==> config.mk <==
export PLATFORM = sky130hd
export DESIGN_NAME = vic_controller
export DESIGN_NICKNAME = d
export VERILOG_FILES = /design/src/hw/vic_pkg.sv /design/src/hw/vic_page_stack.sv /design/src/hw/vic_controller.sv
export SDC_FILE = /design/constraint.sdc
export NUM_CORES = 1
export LEC_CHECK = 0
export BUFFER_PORTS_ARGS = -buffer_cell sky130_fd_sc_hd__buf_2
export CAP_MARGIN = 5
export CORE_AREA = 2 2 112 114
export CTS_CLUSTER_DIAMETER = 100
export DETAILED_ROUTE_END_ITERATION = 12
export DIE_AREA = 0 0 114 116
export SYNTH_ARGS = -nofsm -noshare
export SYNTH_HDL_FRONTEND = slang
export SYNTH_HIERARCHICAL = 1
export SYNTH_SLANG_ARGS = --single-unit
==> constraint.sdc <==
create_clock -name clk -period 3.3 [get_ports clk]
set_input_delay 0.165 -clock clk [delete_from_list [all_inputs] [get_ports clk]]
set_output_delay 0.165 -clock clk [all_outputs]
set_load 0.02 [all_outputs]
==> src/hw/vic_pkg.sv <==
/*
 * Shared constants and carrier types for the vectored interrupt controller:
 * register offsets, field positions, reset values, vector table, source
 * order and the service-level state encoding.
 * Assumes a single 20 MHz clock domain and an 8-bit register port.
 */
package vic_pkg;

   // number of maskable sources, in priority order 0..17
   localparam int NSRC = 18;
   localparam int SRCW = 5;

   // register offsets on the 8-bit special register port
   localparam logic [7:0] ADDR_PIN_CFG = 8'hE4;
   localparam logic [7:0] ADDR_PAGE_CTRL = 8'h84;
   localparam logic [7:0] ADDR_PAGE_CUR = 8'hA7;
   localparam logic [7:0] ADDR_PAGE_NEXT = 8'h85;
   localparam logic [7:0] ADDR_PAGE_LAST = 8'h86;

   // reset values
   localparam logic [7:0] PIN_CFG_RST = 8'h00;
   localparam logic [7:0] PAGE_RST = 8'h00;
   localparam logic [7:0] PAGE_CTRL_RST = 8'h01;
   localparam logic [7:0] RESET_VEC = 8'h00;

   // external_interrupt_pin_config fields
   localparam int IN0_SEL_LSB = 0;
   localparam int IN0_POL_BIT = 3;
   localparam int IN1_SEL_LSB = 4;
   localparam int IN1_POL_BIT = 7;
   localparam int SEL_W = 3;

   // page_control_register field
   localparam int AUTO_EN_BIT = 0;

   // source indices that the logic refers to by name
   localparam logic [SRCW-1:0] SRC_EXT0 = 5'h00;
   localparam logic [SRCW-1:0] SRC_TMR0 = 5'h01;
   localparam logic [SRCW-1:0] SRC_EXT1 = 5'h02;
   localparam logic [SRCW-1:0] SRC_TMR1 = 5'h03;
   localparam logic [SRCW-1:0] SRC_CAN = 5'h10;

   // vector address per priority order
   localparam logic [7:0] VEC_TABLE [NSRC] = '{
      8'h03, 8'h0B, 8'h13, 8'h1B, 8'h23, 8'h2B, 8'h33, 8'h3B, 8'h43,
      8'h4B, 8'h53, 8'h5B, 8'h63, 8'h6B, 8'h73, 8'h7B, 8'h83, 8'h8B};

   // flags owned by other peripherals; software clears them there
   typedef struct packed {
      logic uart_receive_flag;
      logic uart_transmit_flag;
      logic timer2_high_overflow;
      logic timer2_low_overflow;
      logic spi_transfer_done;
      logic spi_write_collision;
      logic spi_mode_fault;
      logic spi_receive_overrun;
      logic smbus_flag;
      logic adc_window_flag;
      logic adc_done_flag;
      logic pca_overflow;
      logic [5:0] pca_capture_flags;
      logic pca_pwm_overflow;
      logic cmp0_rise;
      logic cmp0_fall;
      logic cmp1_rise;
      logic cmp1_fall;
      logic timer3_high_overflow;
      logic timer3_low_overflow;
      logic lin_pending_flag;
      logic reg_dropout;
      logic port_match;
   } vic_level_flags_t;

   // events that set the timer 0, timer 1 and can hardware-cleared flags held here
   typedef struct packed {
      logic can_event;
      logic tmr1_overflow;
      logic tmr0_overflow;
   } vic_hw_events_t;

   // hardware-cleared pending flags, bit 0 last
   typedef struct packed {
      logic can_pending_flag;
      logic tmr1_flag;
      logic ext1_flag;
      logic tmr0_flag;
      logic ext0_flag;
   } vic_hw_flags_t;

   // service level, gray coded along idle-low-high paths
   typedef enum logic [1:0] {
      SVC_IDLE = 2'b00,
      SVC_LOW = 2'b01,
      SVC_LOW_HIGH = 2'b11,
      SVC_HIGH = 2'b10
   } vic_svc_t;

endpackage : vic_pkg

==> src/hw/vic_page_stack.sv <==
/*
 * Three-byte register-page stack with its control register.
 * Assumes push and pop are single-cycle strobes from the controller and
 * that writes arrive as one-cycle strobes already decoded by address.
 */
module vic_page_stack (
   // clock and reset
   input wire logic clk,
   input wire logic rst,
   // stack events
   input wire logic push,
   input wire logic pop,
   input wire logic [7:0] push_page,
   // register writes
   input wire logic wr_cur,
   input wire logic wr_next,
   input wire logic wr_last,
   input wire logic wr_ctrl,
   input wire logic [7:0] wdata,
   // stack contents
   output logic [7:0] cur_q,
   output logic [7:0] next_q,
   output logic [7:0] last_q,
   output logic auto_en_q
);

   // control bit, reset to automatic paging on
   always_ff @(posedge clk) begin
      if (rst) begin
         auto_en_q <= vic_pkg::PAGE_CTRL_RST[vic_pkg::AUTO_EN_BIT];
      end else if (wr_ctrl) begin
         auto_en_q <= wdata[vic_pkg::AUTO_EN_BIT];
      end
   end

   // stack moves only when auto paging is on; a plain write is taken
   // otherwise, so a handler can retarget its return page
   always_ff @(posedge clk) begin
      if (rst) begin
         cur_q <= vic_pkg::PAGE_RST;
         next_q <= vic_pkg::PAGE_RST;
         last_q <= vic_pkg::PAGE_RST;
      // gate stack moves
      end else if (auto_en_q && push) begin
         // push on service
         cur_q <= push_page;
         next_q <= cur_q;
         last_q <= next_q;
      end else if (auto_en_q && pop) begin
         // pop on exit
         cur_q <= next_q;
         next_q <= last_q;
      end else begin
         // direct stack access
         if (wr_cur) begin
            cur_q <= wdata;
         end
         if (wr_next) begin
            next_q <= wdata;
         end
         if (wr_last) begin
            last_q <= wdata;
         end
      end
   end

endmodule : vic_page_stack

==> src/hw/vic_controller.sv <==
/*
 * Vectored interrupt controller top: external pin interrupts, pending
 * flags, priority selection, vector output, service levels and the
 * register-page stack.
 * Assumes all inputs are synchronous to clk, enable and priority bits come
 * from the core's own enable/priority registers, and the core pulses
 * int_ack when it vectors and int_reti when it returns.
 */
// Notes on behaviour
// external 0: vector 0x0003, order 0, flag cleared when vectored
// external 1: vector 0x0013, order 2, flag cleared when vectored
// timer 0 at 0x000B order 1, timer 1 at 0x001B order 3, auto-cleared
// uart: 0x0023 order 4, receive or transmit flag, software clears
// timer 2: 0x002B order 5, high or low overflow, software clears
// spi: 0x0033 order 6, any of four flags, software clears
// smbus: 0x003B order 7, software clears its flag
// adc window 0x0043 order 8, conversion 0x004B order 9, no auto clear
// pca: 0x0053 order 10, overflow, capture or pwm flag, no auto clear
// comparators 0x005B order 11, 0x0063 order 12, edge flags
// timer 3: 0x006B order 13, high or low overflow, no auto clear
// lin: 0x0073 order 14, its flag is not cleared here
// regulator dropout: 0x007B order 15, no pending flag
// can: 0x0083 order 16, flag cleared when vectored
// port match: 0x008B lowest order 17, no pending flag
// reset vector 0x0000 comes first, cannot be masked
// polarity bits 7 and 3: 0 active low, 1 active high
// three-bit pin select picks port 1 pin 0 through 7
// pins are only observed, never driven
// page stack pushes on service and pops on return only
// all three stack bytes readable and writable by software
// clearing the auto page enable stops switching and stack moves
// high preempts low; same level, lower order number wins
module vic_controller #(
   parameter logic [7:0] SRC_PAGE [vic_pkg::NSRC] = '{default: 8'h00}
) (
   // clock and reset
   input wire logic clk,
   input wire logic rst,
   // special register port
   input wire logic [7:0] sfr_addr,
   input wire logic sfr_wr,
   input wire logic [7:0] sfr_wdata,
   output logic [7:0] sfr_rdata_q,
   // port 1 input levels
   input wire logic [7:0] port1_pins,
   // peripheral flags and events
   input wire vic_pkg::vic_level_flags_t level_flags,
   input wire vic_pkg::vic_hw_events_t hw_events,
   input wire vic_pkg::vic_hw_flags_t hw_flag_clr,
   output vic_pkg::vic_hw_flags_t hw_flags_q,
   // enable and priority bits, one per source in order
   input wire logic [vic_pkg::NSRC-1:0] irq_enable,
   input wire logic [vic_pkg::NSRC-1:0] irq_priority,
   // core handshake
   input wire logic int_ack,
   input wire logic int_reti,
   output logic int_req_q,
   output logic [7:0] int_vector_q,
   output logic [vic_pkg::SRCW-1:0] int_src_q,
   output logic int_high_q,
   // register-page stack
   output logic [7:0] page_cur_q,
   output logic [7:0] page_next_q,
   output logic [7:0] page_last_q,
   output logic page_auto_en_q
);

   logic [7:0] pin_cfg_q;
   logic ext0_prev_q;
   logic ext1_prev_q;
   logic ext0_level;
   logic ext1_level;
   logic [4:0] hw_set;
   logic [4:0] hw_vec_clr;
   logic [4:0] hw_q;
   logic [vic_pkg::NSRC-1:0] pend;
   logic [vic_pkg::NSRC-1:0] req;
   logic [vic_pkg::NSRC-1:0] allowed;
   logic hi_any;
   logic pick_valid;
   logic pick_high;
   logic [vic_pkg::SRCW-1:0] pick_src;
   logic taken;
   vic_pkg::vic_svc_t svc_q;
   vic_pkg::vic_level_flags_t lf;

   assign lf = level_flags;

   // pin interrupt configuration register
   always_ff @(posedge clk) begin
      if (rst) begin
         pin_cfg_q <= vic_pkg::PIN_CFG_RST;
      end else if (sfr_wr && sfr_addr == vic_pkg::ADDR_PIN_CFG) begin
         pin_cfg_q <= sfr_wdata;
      end
   end

   // pin selection
   // read-only pin tap
   always_comb begin
      ext0_level = port1_pins[pin_cfg_q[vic_pkg::IN0_SEL_LSB +:
         vic_pkg::SEL_W]];
      ext1_level = port1_pins[pin_cfg_q[vic_pkg::IN1_SEL_LSB +:
         vic_pkg::SEL_W]];
      // polarity correction
      if (!pin_cfg_q[vic_pkg::IN0_POL_BIT]) begin
         ext0_level = ~ext0_level;
      end
      if (!pin_cfg_q[vic_pkg::IN1_POL_BIT]) begin
         ext1_level = ~ext1_level;
      end
   end

   // previous active level, so a flag is set on becoming active; it tracks
   // through reset so a pin already active at release gives no false edge
   always_ff @(posedge clk) begin
      ext0_prev_q <= ext0_level;
      ext1_prev_q <= ext1_level;
   end

   // set events for the hardware-cleared flags
   assign hw_set[0] = ext0_level && !ext0_prev_q;
   assign hw_set[1] = hw_events.tmr0_overflow;
   assign hw_set[2] = ext1_level && !ext1_prev_q;
   assign hw_set[3] = hw_events.tmr1_overflow;
   assign hw_set[4] = hw_events.can_event;

   // vectoring clears the flag of the source taken
   assign taken = int_ack && int_req_q;
   // clear on vectoring
   assign hw_vec_clr[0] = taken && int_src_q == vic_pkg::SRC_EXT0;
   // clear on vectoring
   assign hw_vec_clr[1] = taken && int_src_q == vic_pkg::SRC_TMR0;
   // clear on vectoring
   assign hw_vec_clr[2] = taken && int_src_q == vic_pkg::SRC_EXT1;
   assign hw_vec_clr[3] = taken && int_src_q == vic_pkg::SRC_TMR1;
   // clear on vectoring
   assign hw_vec_clr[4] = taken && int_src_q == vic_pkg::SRC_CAN;

   // held flags; a set in the clearing cycle wins so no event is lost
   for (genvar k = 0; k < 5; k++) begin : g_hw_flag
      always_ff @(posedge clk) begin
         if (rst) begin
            hw_q[k] <= 1'b0;
         end else begin
            hw_q[k] <= hw_set[k] |
               (hw_q[k] & ~(hw_vec_clr[k] | hw_flag_clr[k]));
         end
      end
   end
   assign hw_flags_q = vic_pkg::vic_hw_flags_t'(hw_q);

   // pending per source; peripheral-owned flags pass straight through
   always_comb begin
      // external 0 order 0
      pend[0] = hw_q[0];
      // timer 0 order 1
      pend[1] = hw_q[1];
      // external 1 order 2
      pend[2] = hw_q[2];
      pend[3] = hw_q[3];
      // uart either flag
      pend[4] = lf.uart_receive_flag | lf.uart_transmit_flag;
      // timer 2 either byte
      pend[5] = lf.timer2_high_overflow | lf.timer2_low_overflow;
      // spi any flag
      pend[6] = lf.spi_transfer_done | lf.spi_write_collision |
         lf.spi_mode_fault | lf.spi_receive_overrun;
      // smbus order 7
      pend[7] = lf.smbus_flag;
      // adc two sources
      pend[8] = lf.adc_window_flag;
      pend[9] = lf.adc_done_flag;
      // pca any flag
      pend[10] = lf.pca_overflow | (|lf.pca_capture_flags) |
         lf.pca_pwm_overflow;
      // comparator edge flags
      pend[11] = lf.cmp0_rise | lf.cmp0_fall;
      pend[12] = lf.cmp1_rise | lf.cmp1_fall;
      // timer 3 either byte
      pend[13] = lf.timer3_high_overflow | lf.timer3_low_overflow;
      // lin status flag
      pend[14] = lf.lin_pending_flag;
      // dropout, no flag
      pend[15] = lf.reg_dropout;
      // can order 16
      pend[16] = hw_q[4];
      // port match lowest
      pend[17] = lf.port_match;
   end

   // every other source maskable
   assign req = pend & irq_enable;
   assign hi_any = |(req & irq_priority);

   // level admission
   always_comb begin
      case (svc_q)
         vic_pkg::SVC_IDLE: allowed = hi_any ? (req & irq_priority) : req;
         vic_pkg::SVC_LOW: allowed = req & irq_priority;
         default: allowed = '0;
      endcase
   end

   // lowest order first; scanning downward leaves the lowest index
   always_comb begin
      pick_valid = 1'b0;
      pick_src = '0;
      for (int i = vic_pkg::NSRC - 1; i >= 0; i--) begin
         if (allowed[i]) begin
            pick_valid = 1'b1;
            pick_src = vic_pkg::SRCW'(i);
         end
      end
      pick_high = irq_priority[pick_src];
   end

   // request and vector to the core; dropped for the cycle after an ack
   // so the cleared flag and new level are seen before the next pick
   always_ff @(posedge clk) begin
      if (rst) begin
         int_req_q <= 1'b0;
         // reset vector first
         int_vector_q <= vic_pkg::RESET_VEC;
         int_src_q <= '0;
         int_high_q <= 1'b0;
      end else begin
         int_req_q <= pick_valid && !taken;
         int_src_q <= pick_src;
         int_high_q <= pick_high;
         if (pick_valid) begin
            int_vector_q <= vic_pkg::VEC_TABLE[pick_src];
         end
      end
   end

   // service level tracking; a low handler may be preempted once
   always_ff @(posedge clk) begin
      if (rst) begin
         svc_q <= vic_pkg::SVC_IDLE;
      end else if (taken) begin
         case (svc_q)
            vic_pkg::SVC_IDLE: begin
               svc_q <= int_high_q ? vic_pkg::SVC_HIGH : vic_pkg::SVC_LOW;
            end
            // high preempts low
            vic_pkg::SVC_LOW: svc_q <= vic_pkg::SVC_LOW_HIGH;
            default: svc_q <= svc_q;
         endcase
      end else if (int_reti) begin
         case (svc_q)
            vic_pkg::SVC_LOW_HIGH: svc_q <= vic_pkg::SVC_LOW;
            default: svc_q <= vic_pkg::SVC_IDLE;
         endcase
      end
   end

   // push on service, pop on return
   vic_page_stack u_page_stack (
      .clk(clk),
      .rst(rst),
      .push(taken),
      .pop(int_reti && !taken),
      .push_page(SRC_PAGE[int_src_q]),
      .wr_cur(sfr_wr && sfr_addr == vic_pkg::ADDR_PAGE_CUR),
      .wr_next(sfr_wr && sfr_addr == vic_pkg::ADDR_PAGE_NEXT),
      .wr_last(sfr_wr && sfr_addr == vic_pkg::ADDR_PAGE_LAST),
      .wr_ctrl(sfr_wr && sfr_addr == vic_pkg::ADDR_PAGE_CTRL),
      .wdata(sfr_wdata),
      .cur_q(page_cur_q),
      .next_q(page_next_q),
      .last_q(page_last_q),
      .auto_en_q(page_auto_en_q)
   );

   // registered read-back
   always_ff @(posedge clk) begin
      if (rst) begin
         sfr_rdata_q <= 8'h00;
      end else if (sfr_addr == vic_pkg::ADDR_PIN_CFG) begin
         sfr_rdata_q <= pin_cfg_q;
      end else if (sfr_addr == vic_pkg::ADDR_PAGE_CUR) begin
         sfr_rdata_q <= page_cur_q;
      end else if (sfr_addr == vic_pkg::ADDR_PAGE_NEXT) begin
         sfr_rdata_q <= page_next_q;
      end else if (sfr_addr == vic_pkg::ADDR_PAGE_LAST) begin
         sfr_rdata_q <= page_last_q;
      end else if (sfr_addr == vic_pkg::ADDR_PAGE_CTRL) begin
         sfr_rdata_q <= {7'h00, page_auto_en_q};
      end else begin
         sfr_rdata_q <= 8'h00;
      end
   end
endmodule : vic_controller

==> metrics.txt, run 1 <==
Hold Slack 0.0522 ns; Worst Path Required 3.55 ns; CTS clk-pin slew, worst paths 0.05 ns; DR vias/cell 5.91; FF-to-FF End int_high_q; CTS Buffer Depth 2; row count 40; first-pass GRT wire length 24,500 µm; global route overflow 0; DIE AREA 13,200 µm²; CTS tree yes; Worst Setup Path Type flip-flop to flip-flop; CTS root buffer clkbuf_16; initial core utilization 35.8%; Critical Path Fanout Max 7; max-cap check violation count 0; RSZ-0062 raised after global routing no; Max Slew Vio Count 0; layout cell share with drive strength beyond 1 32.5%; crit path time final 3.11 ns; Routed wire per std cell 19.2 µm; slew margin rel. 46.8%; reg2reg start hw_flags_q[2]; CTS H-Tree Depth 3; vias in the first global route 4,528; Die Y 116 µm; DRT antenna net count 0; VDD IR max 0.210 mV; register bit total from synthesis 63; Starting DRT DRC Count 467; gpl congestion 0.935; Final Setup Violations 0; Distinct cells, synth 76; sequential fraction of the synthesis area 29.6%; status completed; hold buffers post-CTS 0; initial antenna violation count 0; CP Launch Type flip-flop; Yosys Warn Count 6; clock latency at the later pin of the worst-skew pair 0.33 ns; Final nets 788; via count 4,956; Die Wd 114 µm; Power Density 467 nW/µm²; IO Port Bufs 152; GRT Overall Usage 23.7%; Max stage delay on crit path 0.49 ns; crit path cell chain nand3_1, nand4_1, buf_4, a2111oi_4, and2_1, a221o_1, or4_4, nor4_2, o2bb2ai_1, a311oi_1, o211ai_1; crit end category flip-flop; Post-synth ARST share 0%; slowest cell on the critical path dfxtp_1; dominant synthesized flop cell dfxtp_1; skew final 0.00829 ns; Total Neg Setup Slack 0 ns; DR DRC count 0; core area 11,900 µm²; largest net degree at the start of global routing 41; commonest cells after routing, fill and taps aside 152 x buf_2, 63 x dfxtp_1, 59 x nand2_1, 40 x o21ai_0, 36 x nor3_1; synthesized instance count 529; Detailed Place HPWL 12,200 µm; reg2reg setup slack 0.19 ns; Hold Crit Class primary input to flip-flop; period utilization 94.2%; WHS Endpoint hw_flags_q[3]; Pleak 2.39 nW; final core utilization 46.4%; Data arrival, critical path 3.36 ns; worst path buffer plus inverter count 1; FILL cells 1,216; average size of a mapped cell 8.07 µm²; n_diodes 0; post-synthesis cell area 4270 µm²; IO Count 154; Slew @ Worst Pin 0.797 ns; CP delay by family, top simple AND/OR/NAND/NOR gates; P&R area growth vs syn 29.5%; Max Fclk 322 MHz; CTS sink count 63; R2R cell count 11; final WL 16,100 µm; Post-synth EDFFs 0; leading cell type in the layout, fill and taps excluded buf_2; First-pass DRT Iterations 6; Hold Fails Final Rpt 0; total CTS buffers 9; hold depth 3; Hold Path Origin hw_events[1]
-- metal layers --
layer	vias up	share of wire, %	track usage (%)
met4	0	2.2	7.48
li1	2320	-	-
met3	31	7.8	3.35
met2	273	48	40.2
met1	2332	42	31.2
met5	-	0	0
-- power by group --
| group | internal [mW] | total [mW] | switching [mW] |
|---|---|---|---|
| sequential | 0.824 | 0.891 | 0.0673 |
| clock | 0.644 | 0.983 | 0.339 |
| combinational | 0.282 | 0.708 | 0.427 |
| total | 1.75 | 2.58 | 0.834 |
-- Yosys cell counts, drive strengths merged, types with 3 or more instances --
library cell | instances | area [µm²]
nor3 | 36 | 180
nand4 | 6 | 37.5
a21oi | 36 | 188
nand3b | 7 | 52.6
o21ai | 43 | 223
and3b | 14 | 125
nand3 | 29 | 145
a21o | 8 | 60.1
a211oi | 16 | 130
nor4 | 6 | 58.8
mux2i | 10 | 100
dfxtp | 63 | 1260
inv | 14 | 52.6
and2 | 23 | 146
nand2b | 5 | 31.3
nor2 | 23 | 86.3
clkbuf | 17 | 63.8
nor2b | 4 | 25.0
a311oi | 12 | 155
a22oi | 4 | 30.0
o21a | 4 | 30.0
a21boi | 3 | 22.5
o2bb2ai | 3 | 32.5
nand2 | 60 | 233
mux4 | 4 | 90.1
mux2 | 3 | 33.8
o211ai | 8 | 60.1
a31oi | 9 | 56.3
buf | 14 | 103
a222oi | 7 | 70.1
-- kinds of logic (layout without fill, tap and decap cells) --
| logic type | count (synthesis) | after routing | synth area share [%] |
|---|---|---|---|
| AOI/OAI and AO/OA | 176 | 176 | 31.1 |
| xor gates and xnor gates | 2 | 2 | 0.411 |
| buffers and inverters | 45 | 200 | 5.13 |
| DFF | 63 | 63 | 29.6 |
| muxes | 17 | 17 | 5.25 |
| other | 1 | 9 | 0.0879 |
| and+or+nand+nor | 225 | 225 | 28.4 |
-- worst min-delay path: stages --
cell and delay, ns:
buf_2 0.08, a31oi_1 0.03, nor2_1 0.07
-- cell type report --
class / count / area, µm² / area share (%)
clock buffers: 13 / 270 / 4.89
clock inverters: 3 / 40.0 / 0.724
inverters: 14 / 52.6 / 0.951
multi-input cells: 429 / 2820 / 51.1
flip-flops and latches: 63 / 1260 / 22.8
well taps: 147 / 184 / 3.33
repair buffers: 170 / 896 / 16.2
-- metrics by stage --
stage | worst slack [ns] | total power [mW] | cells | cell area, µm²
floorplan | 0.505 | 1.34 | 537 | 4300
global placement | 0.232 | 1.59 | 822 | 5200
detailed placement | 0.204 | 1.60 | 822 | 5200
CTS | 0.228 | 2.58 | 838 | 5510
global route | 0.0123 | 2.70 | 839 | 5530
finish | 0.191 | 2.58 | 839 | 5530
-- state kept, by name (all words and copies together) (netlist names), 5 cells and up --
signal,flops
pin_cfg_q,8
hw_flags_q,5
int_vector_q,6
u_page_stack/last_q,8
sfr_rdata_q,8
u_page_stack/next_q,8
u_page_stack/cur_q,8
int_src_q,5
-- worst max path at each step --
stage / start / endpoint / slack, ns / depth (start not counted)
floorplan: hw_flags_q[2] / int_high_q / 0.50 / 11
global placement: hw_flags_q[2] / int_high_q / 0.23 / 11
detailed placement: level_flags[22] / int_high_q / 0.20 / 12
CTS: hw_flags_q[2] / int_high_q / 0.23 / 10
global route: hw_flags_q[2] / int_high_q / 0.01 / 11
finish: hw_flags_q[2] / int_high_q / 0.19 / 11
-- timing repair --
action | in CTS | in global routing
gates resized for setup | 0 | 1
buffers inserted | 0 | 1
endpoints found under the setup margin | 0 | 1
Power figures use the tool's default switching activity.
==> run 2, diff against run 1 <==
--- a/config.mk
+++ b/config.mk
@@ -7,10 +7,13 @@
 export LEC_CHECK = 0
 export BUFFER_PORTS_ARGS = -buffer_cell sky130_fd_sc_hd__buf_2
 export CAP_MARGIN = 5
+export CELL_PAD_IN_SITES_DETAIL_PLACEMENT = 0
+export CELL_PAD_IN_SITES_GLOBAL_PLACEMENT = 1
 export CORE_AREA = 2 2 112 114
 export CTS_CLUSTER_DIAMETER = 100
 export DETAILED_ROUTE_END_ITERATION = 12
 export DIE_AREA = 0 0 114 116
+export PLACE_DENSITY_LB_ADDON = 0.1
 export SYNTH_ARGS = -nofsm -noshare
 export SYNTH_HDL_FRONTEND = slang
 export SYNTH_HIERARCHICAL = 1
==> metrics.txt, run 2 (synthesized netlist as in run 1, its figures left out) <==
pre-CTS setup slack 0.113 ns (-0.0916 ns); Die Y 116 µm (unchanged); Power Density 471 nW/µm² (+0.71%); commonest cells after routing, fill and taps aside 152 x buf_2, 63 x dfxtp_1, 59 x nand2_1, 40 x o21ai_0, 36 x nor3_1; Hold Path Origin hw_events[0]; GRT Overall Usage 23.7% (+0.038 points); DR vias/cell 5.72 (-3.1%); total CTS buffers 9 (unchanged); Hold Fails Final Rpt 0 (unchanged); DRT antenna net count 0 (unchanged); Hold Slack 0.0571 ns (+0.00491 ns); Hold Crit Class primary input to flip-flop; CP Launch Type flip-flop; vias in the first global route 4,677 (+3.3%); leading cell type in the layout, fill and taps excluded buf_2; Max Slew Vio Count 0 (unchanged); hold depth 3 (unchanged); Critical Path Fanout Max 7 (unchanged); Total Neg Setup Slack 0 ns (unchanged); Final Setup Violations 0 (unchanged); FILL cells 1,237 (+1.7%); Worst Setup Path Type flip-flop to flip-flop; reg2reg start hw_flags_q[2]; Data arrival, critical path 3.27 ns (-0.09 ns); CTS sink count 63 (unchanged); Worst Path Required 3.49 ns (-0.06 ns); Slew @ Worst Pin 0.791 ns (-0.00683 ns); Detailed Place HPWL 12,300 µm (+0.35%); DIE AREA 13,200 µm² (unchanged); n_diodes 0 (unchanged); crit path time final 3.07 ns (-0.0349 ns); gpl congestion 0.961 (+2.8%); max-cap check violation count 0 (unchanged); first-pass GRT wire length 24,900 µm (+1.6%); largest net degree at the start of global routing 45 (+9.8%); CTS root buffer clkbuf_16; IO Port Bufs 152 (unchanged); hold buffers post-CTS 0 (unchanged); placed cell area 5230 µm² (+0.58%); worst setup margin 0.226 ns (+0.0349 ns); P&R area growth vs syn 30.6%; layout cell share with drive strength beyond 1 33.0% (+0.53 points); via count 4,824 (-2.7%); CTS H-Tree Depth 3 (unchanged); DR DRC count 0 (unchanged); global route overflow 0 (unchanged); crit end category flip-flop; CTS clk-pin slew, worst paths 0.06 ns (about the same); reg2reg setup slack 0.23 ns (+0.03 ns); Final nets 792 (+0.51%); final WL 15,700 µm (-2.4%); period utilization 93.1% (-1.1 points); Die Wd 114 µm (unchanged); clock latency at the later pin of the worst-skew pair 0.32 ns (about the same); WHS Endpoint hw_flags_q[1]; Starting DRT DRC Count 389 (-17%); IO Count 154 (unchanged); slew margin rel. 47.1% (+0.26 points); Routed wire per std cell 18.7 µm (-2.9%); Pleak 2.41 nW (+0.72%); total power 2.62 mW (+1.5%); initial core utilization 35.8% (unchanged); status completed; row count 40 (unchanged); FF-to-FF End int_high_q; R2R cell count 12 (+1); skew final 0.00739 ns (-0.000901 ns); final core utilization 46.8% (+0.38 points); CTS Buffer Depth 2 (unchanged); initial antenna violation count 0 (unchanged); Inst Count DP 826 (+0.49%); First-pass DRT Iterations 5 (-1); Max Fclk 325 MHz (+1.1%); Layout Cells excl Fill 843 (+0.48%); CTS tree yes; design area 5570 µm² (+0.81%); VDD IR max 0.236 mV (+12%); core area 11,900 µm² (unchanged)
## run 2: cell count changes in the layout (fill, tap and decap cells not counted), moves of 2 or more
cell	delta
clkinv_4	+2
clkinvlp_4	+2
buf_4	+4
clkbuf_8	-3
## run 2: final cells by class
class	instances	area (µm²)	share of cell area, %
inverters	14	52.6	0.943
clock inverters	7	97.6	1.75
clock buffers	9	225	4.04
repair buffers	174	926	16.6
well taps	147	184	3.30
flip-flops and latches	63	1260	22.6
multi-input cells	429	2830	50.7
## run 2: what timing repair did
| item | 4_1_cts | 5_1_grt |
|---|---|---|
| resized for setup | 0 | 2 |
| buffers inserted | 0 | 1 |
| setup endpoints to repair | 0 | 1 |
## run 2: critical path, cell delays in order, from the launching register on
cell       delay (ns)
dfxtp_1          0.34
nand3_1          0.17
nand4_1          0.12
buf_4            0.17
a2111oi_4        0.40
buf_4            0.23
and2_2           0.24
o21bai_2         0.08
a211oi_2         0.29
a21oi_4          0.10
mux2_1           0.34
a311oi_1         0.32
o211ai_1         0.15
## run 2: per-layer routing
layer | share of wire [%] | GRT usage [%] | routed length [µm] | vias up
met5 | 0 | 0 | 0 | -
met4 | 2.9 | 9.67 | 452 | 0
met3 | 5.9 | 3.61 | 921 | 36
met2 | 50 | 40.8 | 7920 | 206
met1 | 41 | 29.9 | 6440 | 2252
li1 | - | - | - | 2330
## run 2: worst max-delay path by stage
stage / start / end / slack [ns] / depth (start not counted)
after floorplan: hw_flags_q[2] / int_high_q / 0.50 / 11
after global placement: level_flags[5] / int_high_q / 0.28 / 12
after detailed placement: level_flags[11] / int_high_q / 0.11 / 12
after CTS: hw_flags_q[2] / int_high_q / 0.17 / 11
after global routing: hw_flags_q[2] / int_high_q / -0.007 / 12
final: hw_flags_q[2] / int_high_q / 0.23 / 12
## run 2: report_power, final
group / switching, mW / leakage [nW] / internal (mW)
sequential: 0.0649 / 0.517 / 0.823
clock: 0.356 / 0.152 / 0.662
combinational: 0.430 / 1.74 / 0.286
==> run 3, diff against run 2 <==
--- a/config.mk
+++ b/config.mk
@@ -13,7 +13,9 @@
 export CTS_CLUSTER_DIAMETER = 100
 export DETAILED_ROUTE_END_ITERATION = 12
 export DIE_AREA = 0 0 114 116
+export HOLD_SLACK_MARGIN = 0.12
 export PLACE_DENSITY_LB_ADDON = 0.1
+export RECOVER_POWER = 100
 export SYNTH_ARGS = -nofsm -noshare
 export SYNTH_HDL_FRONTEND = slang
 export SYNTH_HIERARCHICAL = 1
==> metrics.txt, run 3 (synthesized netlist as in run 1, its figures left out) <==
via count 4,834 (+0.21%); n_diodes 0 (unchanged); IO Port Bufs 152 (unchanged); Pleak 2.21 nW (-8.3%); IO Count 154 (unchanged); final WL 15,900 µm (+0.93%); core area 11,900 µm² (unchanged); design area 5500 µm² (-1.2%); CTS root buffer clkbuf_16; Worst Path Required 3.50 ns (about the same); initial core utilization 35.8% (unchanged); Cell Int Power 1.76 mW (-0.86%); failing checks max-capacitance violations, max-slew violations; Hold Crit Class primary input to flip-flop; Hold Path Origin hw_flag_clr[2]; VDD IR max 0.237 mV (+0.62%); DRT met1 WL 6640 µm (+3.0%); First-pass DRT Iterations 5 (unchanged); DR DRC count 0 (unchanged); row count 40 (unchanged); Slew @ Worst Pin 1.54 ns (+0.749 ns); final core utilization 46.2% (-0.57 points); Starting DRT DRC Count 335 (-14%); leading cell type in the layout, fill and taps excluded buf_2; slew margin rel. -2.67% (-50 points); Data arrival, critical path 3.28 ns (about the same); Max Fclk 324 MHz (-0.27%); reg2reg start hw_flags_q[2]; gpl congestion 0.961 (unchanged); first-pass GRT wire length 24,900 µm (+0.14%); Total Neg Setup Slack 0 ns (unchanged); reg2reg setup slack 0.22 ns (about the same); routed wl met2 7980 µm (+0.76%); worst path buffer plus inverter count 2 (unchanged); clock latency at the later pin of the worst-skew pair 0.33 ns (about the same); CTS H-Tree Depth 3 (unchanged); Worst Setup Path Type flip-flop to flip-flop; WHS Endpoint hw_flags_q[2]; slowest cell on the critical path a2111oi_4; Sw Share 32.8% (+0.34 points); global route overflow 0 (unchanged); hold depth 3 (unchanged); CTS Buffer Depth 2 (unchanged); largest net degree at the start of global routing 45 (unchanged); crit end category flip-flop; combinational power share 26.8% (-0.5 points); commonest cells after routing, fill and taps aside 100 x buf_2, 63 x dfxtp_1, 59 x nand2_1, 54 x clkbuf_1, 40 x o21ai_0; FILL cells 1,264 (+2.2%); max-cap check violation count 1 (+1); skew final 0.00720 ns (-0.000185 ns); Final Setup Violations 0 (unchanged); CTS tree yes; P&R area growth vs syn 29.0%; CP dominant cell by count buf_4; period utilization 93.4% (+0.25 points); GRT Overall Usage 23.7% (about the same); R2R cell count 12 (unchanged); crit path cell chain nand3_1, nand4_1, buf_4, a2111oi_4, buf_4, and2_2, o21bai_2, a211oi_2, a21oi_4, mux2_1, a311oi_1, o211ai_1; Max stage delay on crit path 0.40 ns (about the same); clock power share 39.2% (+0.4 points); status finished, violations left; CP delay by family, top compound AO/OA/AOI/OAI gates; WL met3 845 µm (-8.3%); crit path time final 3.08 ns (+0.00840 ns); DR vias/cell 5.71 (-0.15%); Final nets 795 (+0.38%); Die Y 116 µm (unchanged); FF-to-FF End int_high_q; Max Slew Vio Count 41 (+41); Power Density 475 nW/µm² (+0.87%); CP Launch Type flip-flop; crit path from hw_flags_q[2]; CTS clk-pin slew, worst paths 0.06 ns (about the same); Critical Path Fanout Max 7 (unchanged); DIE AREA 13,200 µm² (unchanged); DRT antenna net count 0 (unchanged); Routed wire per std cell 18.8 µm (+0.57%); initial antenna violation count 0 (unchanged); Hold Fails Final Rpt 0 (unchanged); layout cell share with drive strength beyond 1 24.6% (-8.4 points); top sig layer met4; Detailed Place HPWL 12,300 µm (unchanged); Die Wd 114 µm (unchanged); total CTS buffers 9 (unchanged); part of the power in registers 34.1% (+0.2 points); vias in the first global route 4,694 (+0.36%); placed cell area 5230 µm² (unchanged); Psw 0.857 mW (+0.69%); CTS sink count 63 (unchanged)
==> run 3: area by class of cell <==
type	count	area [µm²]	share of cell area [%]
Clock inverter	7	97.6	1.77
Tap cell	147	184	3.34
Inverter	14	52.6	0.955
Sequential cell	63	1260	22.9
Timing Repair Buffer	177	883	16.0
Clock buffer	9	225	4.09
Multi-Input combinational cell	429	2800	50.9
==> run 3: layer usage <==
metal | global-route usage, % | vias up
li1 | - | 2338
met1 | 29.8 | 2272
met2 | 40.8 | 191
met3 | 3.61 | 33
met4 | 9.67 | 0
met5 | 0 | -
==> run 3: how the worst max path moves through the flow <==
stage / endpoint / slack [ns] / depth (start not counted)
2_1_floorplan: int_high_q / 0.50 / 11
3_3_place_gp: int_high_q / 0.28 / 12
3_5_place_dp: int_high_q / 0.11 / 12
4_1_cts: int_high_q / 0.17 / 11
5_1_grt: int_high_q / -0.007 / 12
6_report: int_high_q / 0.22 / 12
==> run 3: timing repair <==
action / 4_1_cts / 5_1_grt
hold buffers: 3 / 0
hold endpoints to repair: 3 / 0
endpoints found under the setup margin: 0 / 1
gates resized for setup: 0 / 2
buffers inserted: 0 / 1
==> run 3: worst register-to-register path: cells and delay by family (launching register included) <==
family	cells	cell delay [ns]
compound gates	6	1.35
buf+inv	2	0.40
flops	1	0.34
mux	1	0.35
simple gates	3	0.53
==> run 3: metrics by stage <==
stage	hold slack (ns)	std cells	worst slack [ns]	power (mW)
2_1_floorplan	0.283	537	0.505	1.34
3_3_place_gp	0.381	826	0.280	1.60
3_5_place_dp	0.393	826	0.113	1.61
4_1_cts	0.122	845	0.174	2.64
5_1_grt	0.131	846	-0.00715	2.74
6_report	0.133	846	0.218	2.61
==> run 3: power groups by stage <==
stage	Sequential, mW	Clock [mW]	Combinational, mW
2_1_floorplan	0.955	0	0.390
3_3_place_gp	0.902	0	0.700
3_5_place_dp	0.903	0	0.707
4_1_cts	0.887	1.04	0.712
5_1_grt	0.899	1.07	0.764
6_report	0.891	1.02	0.699
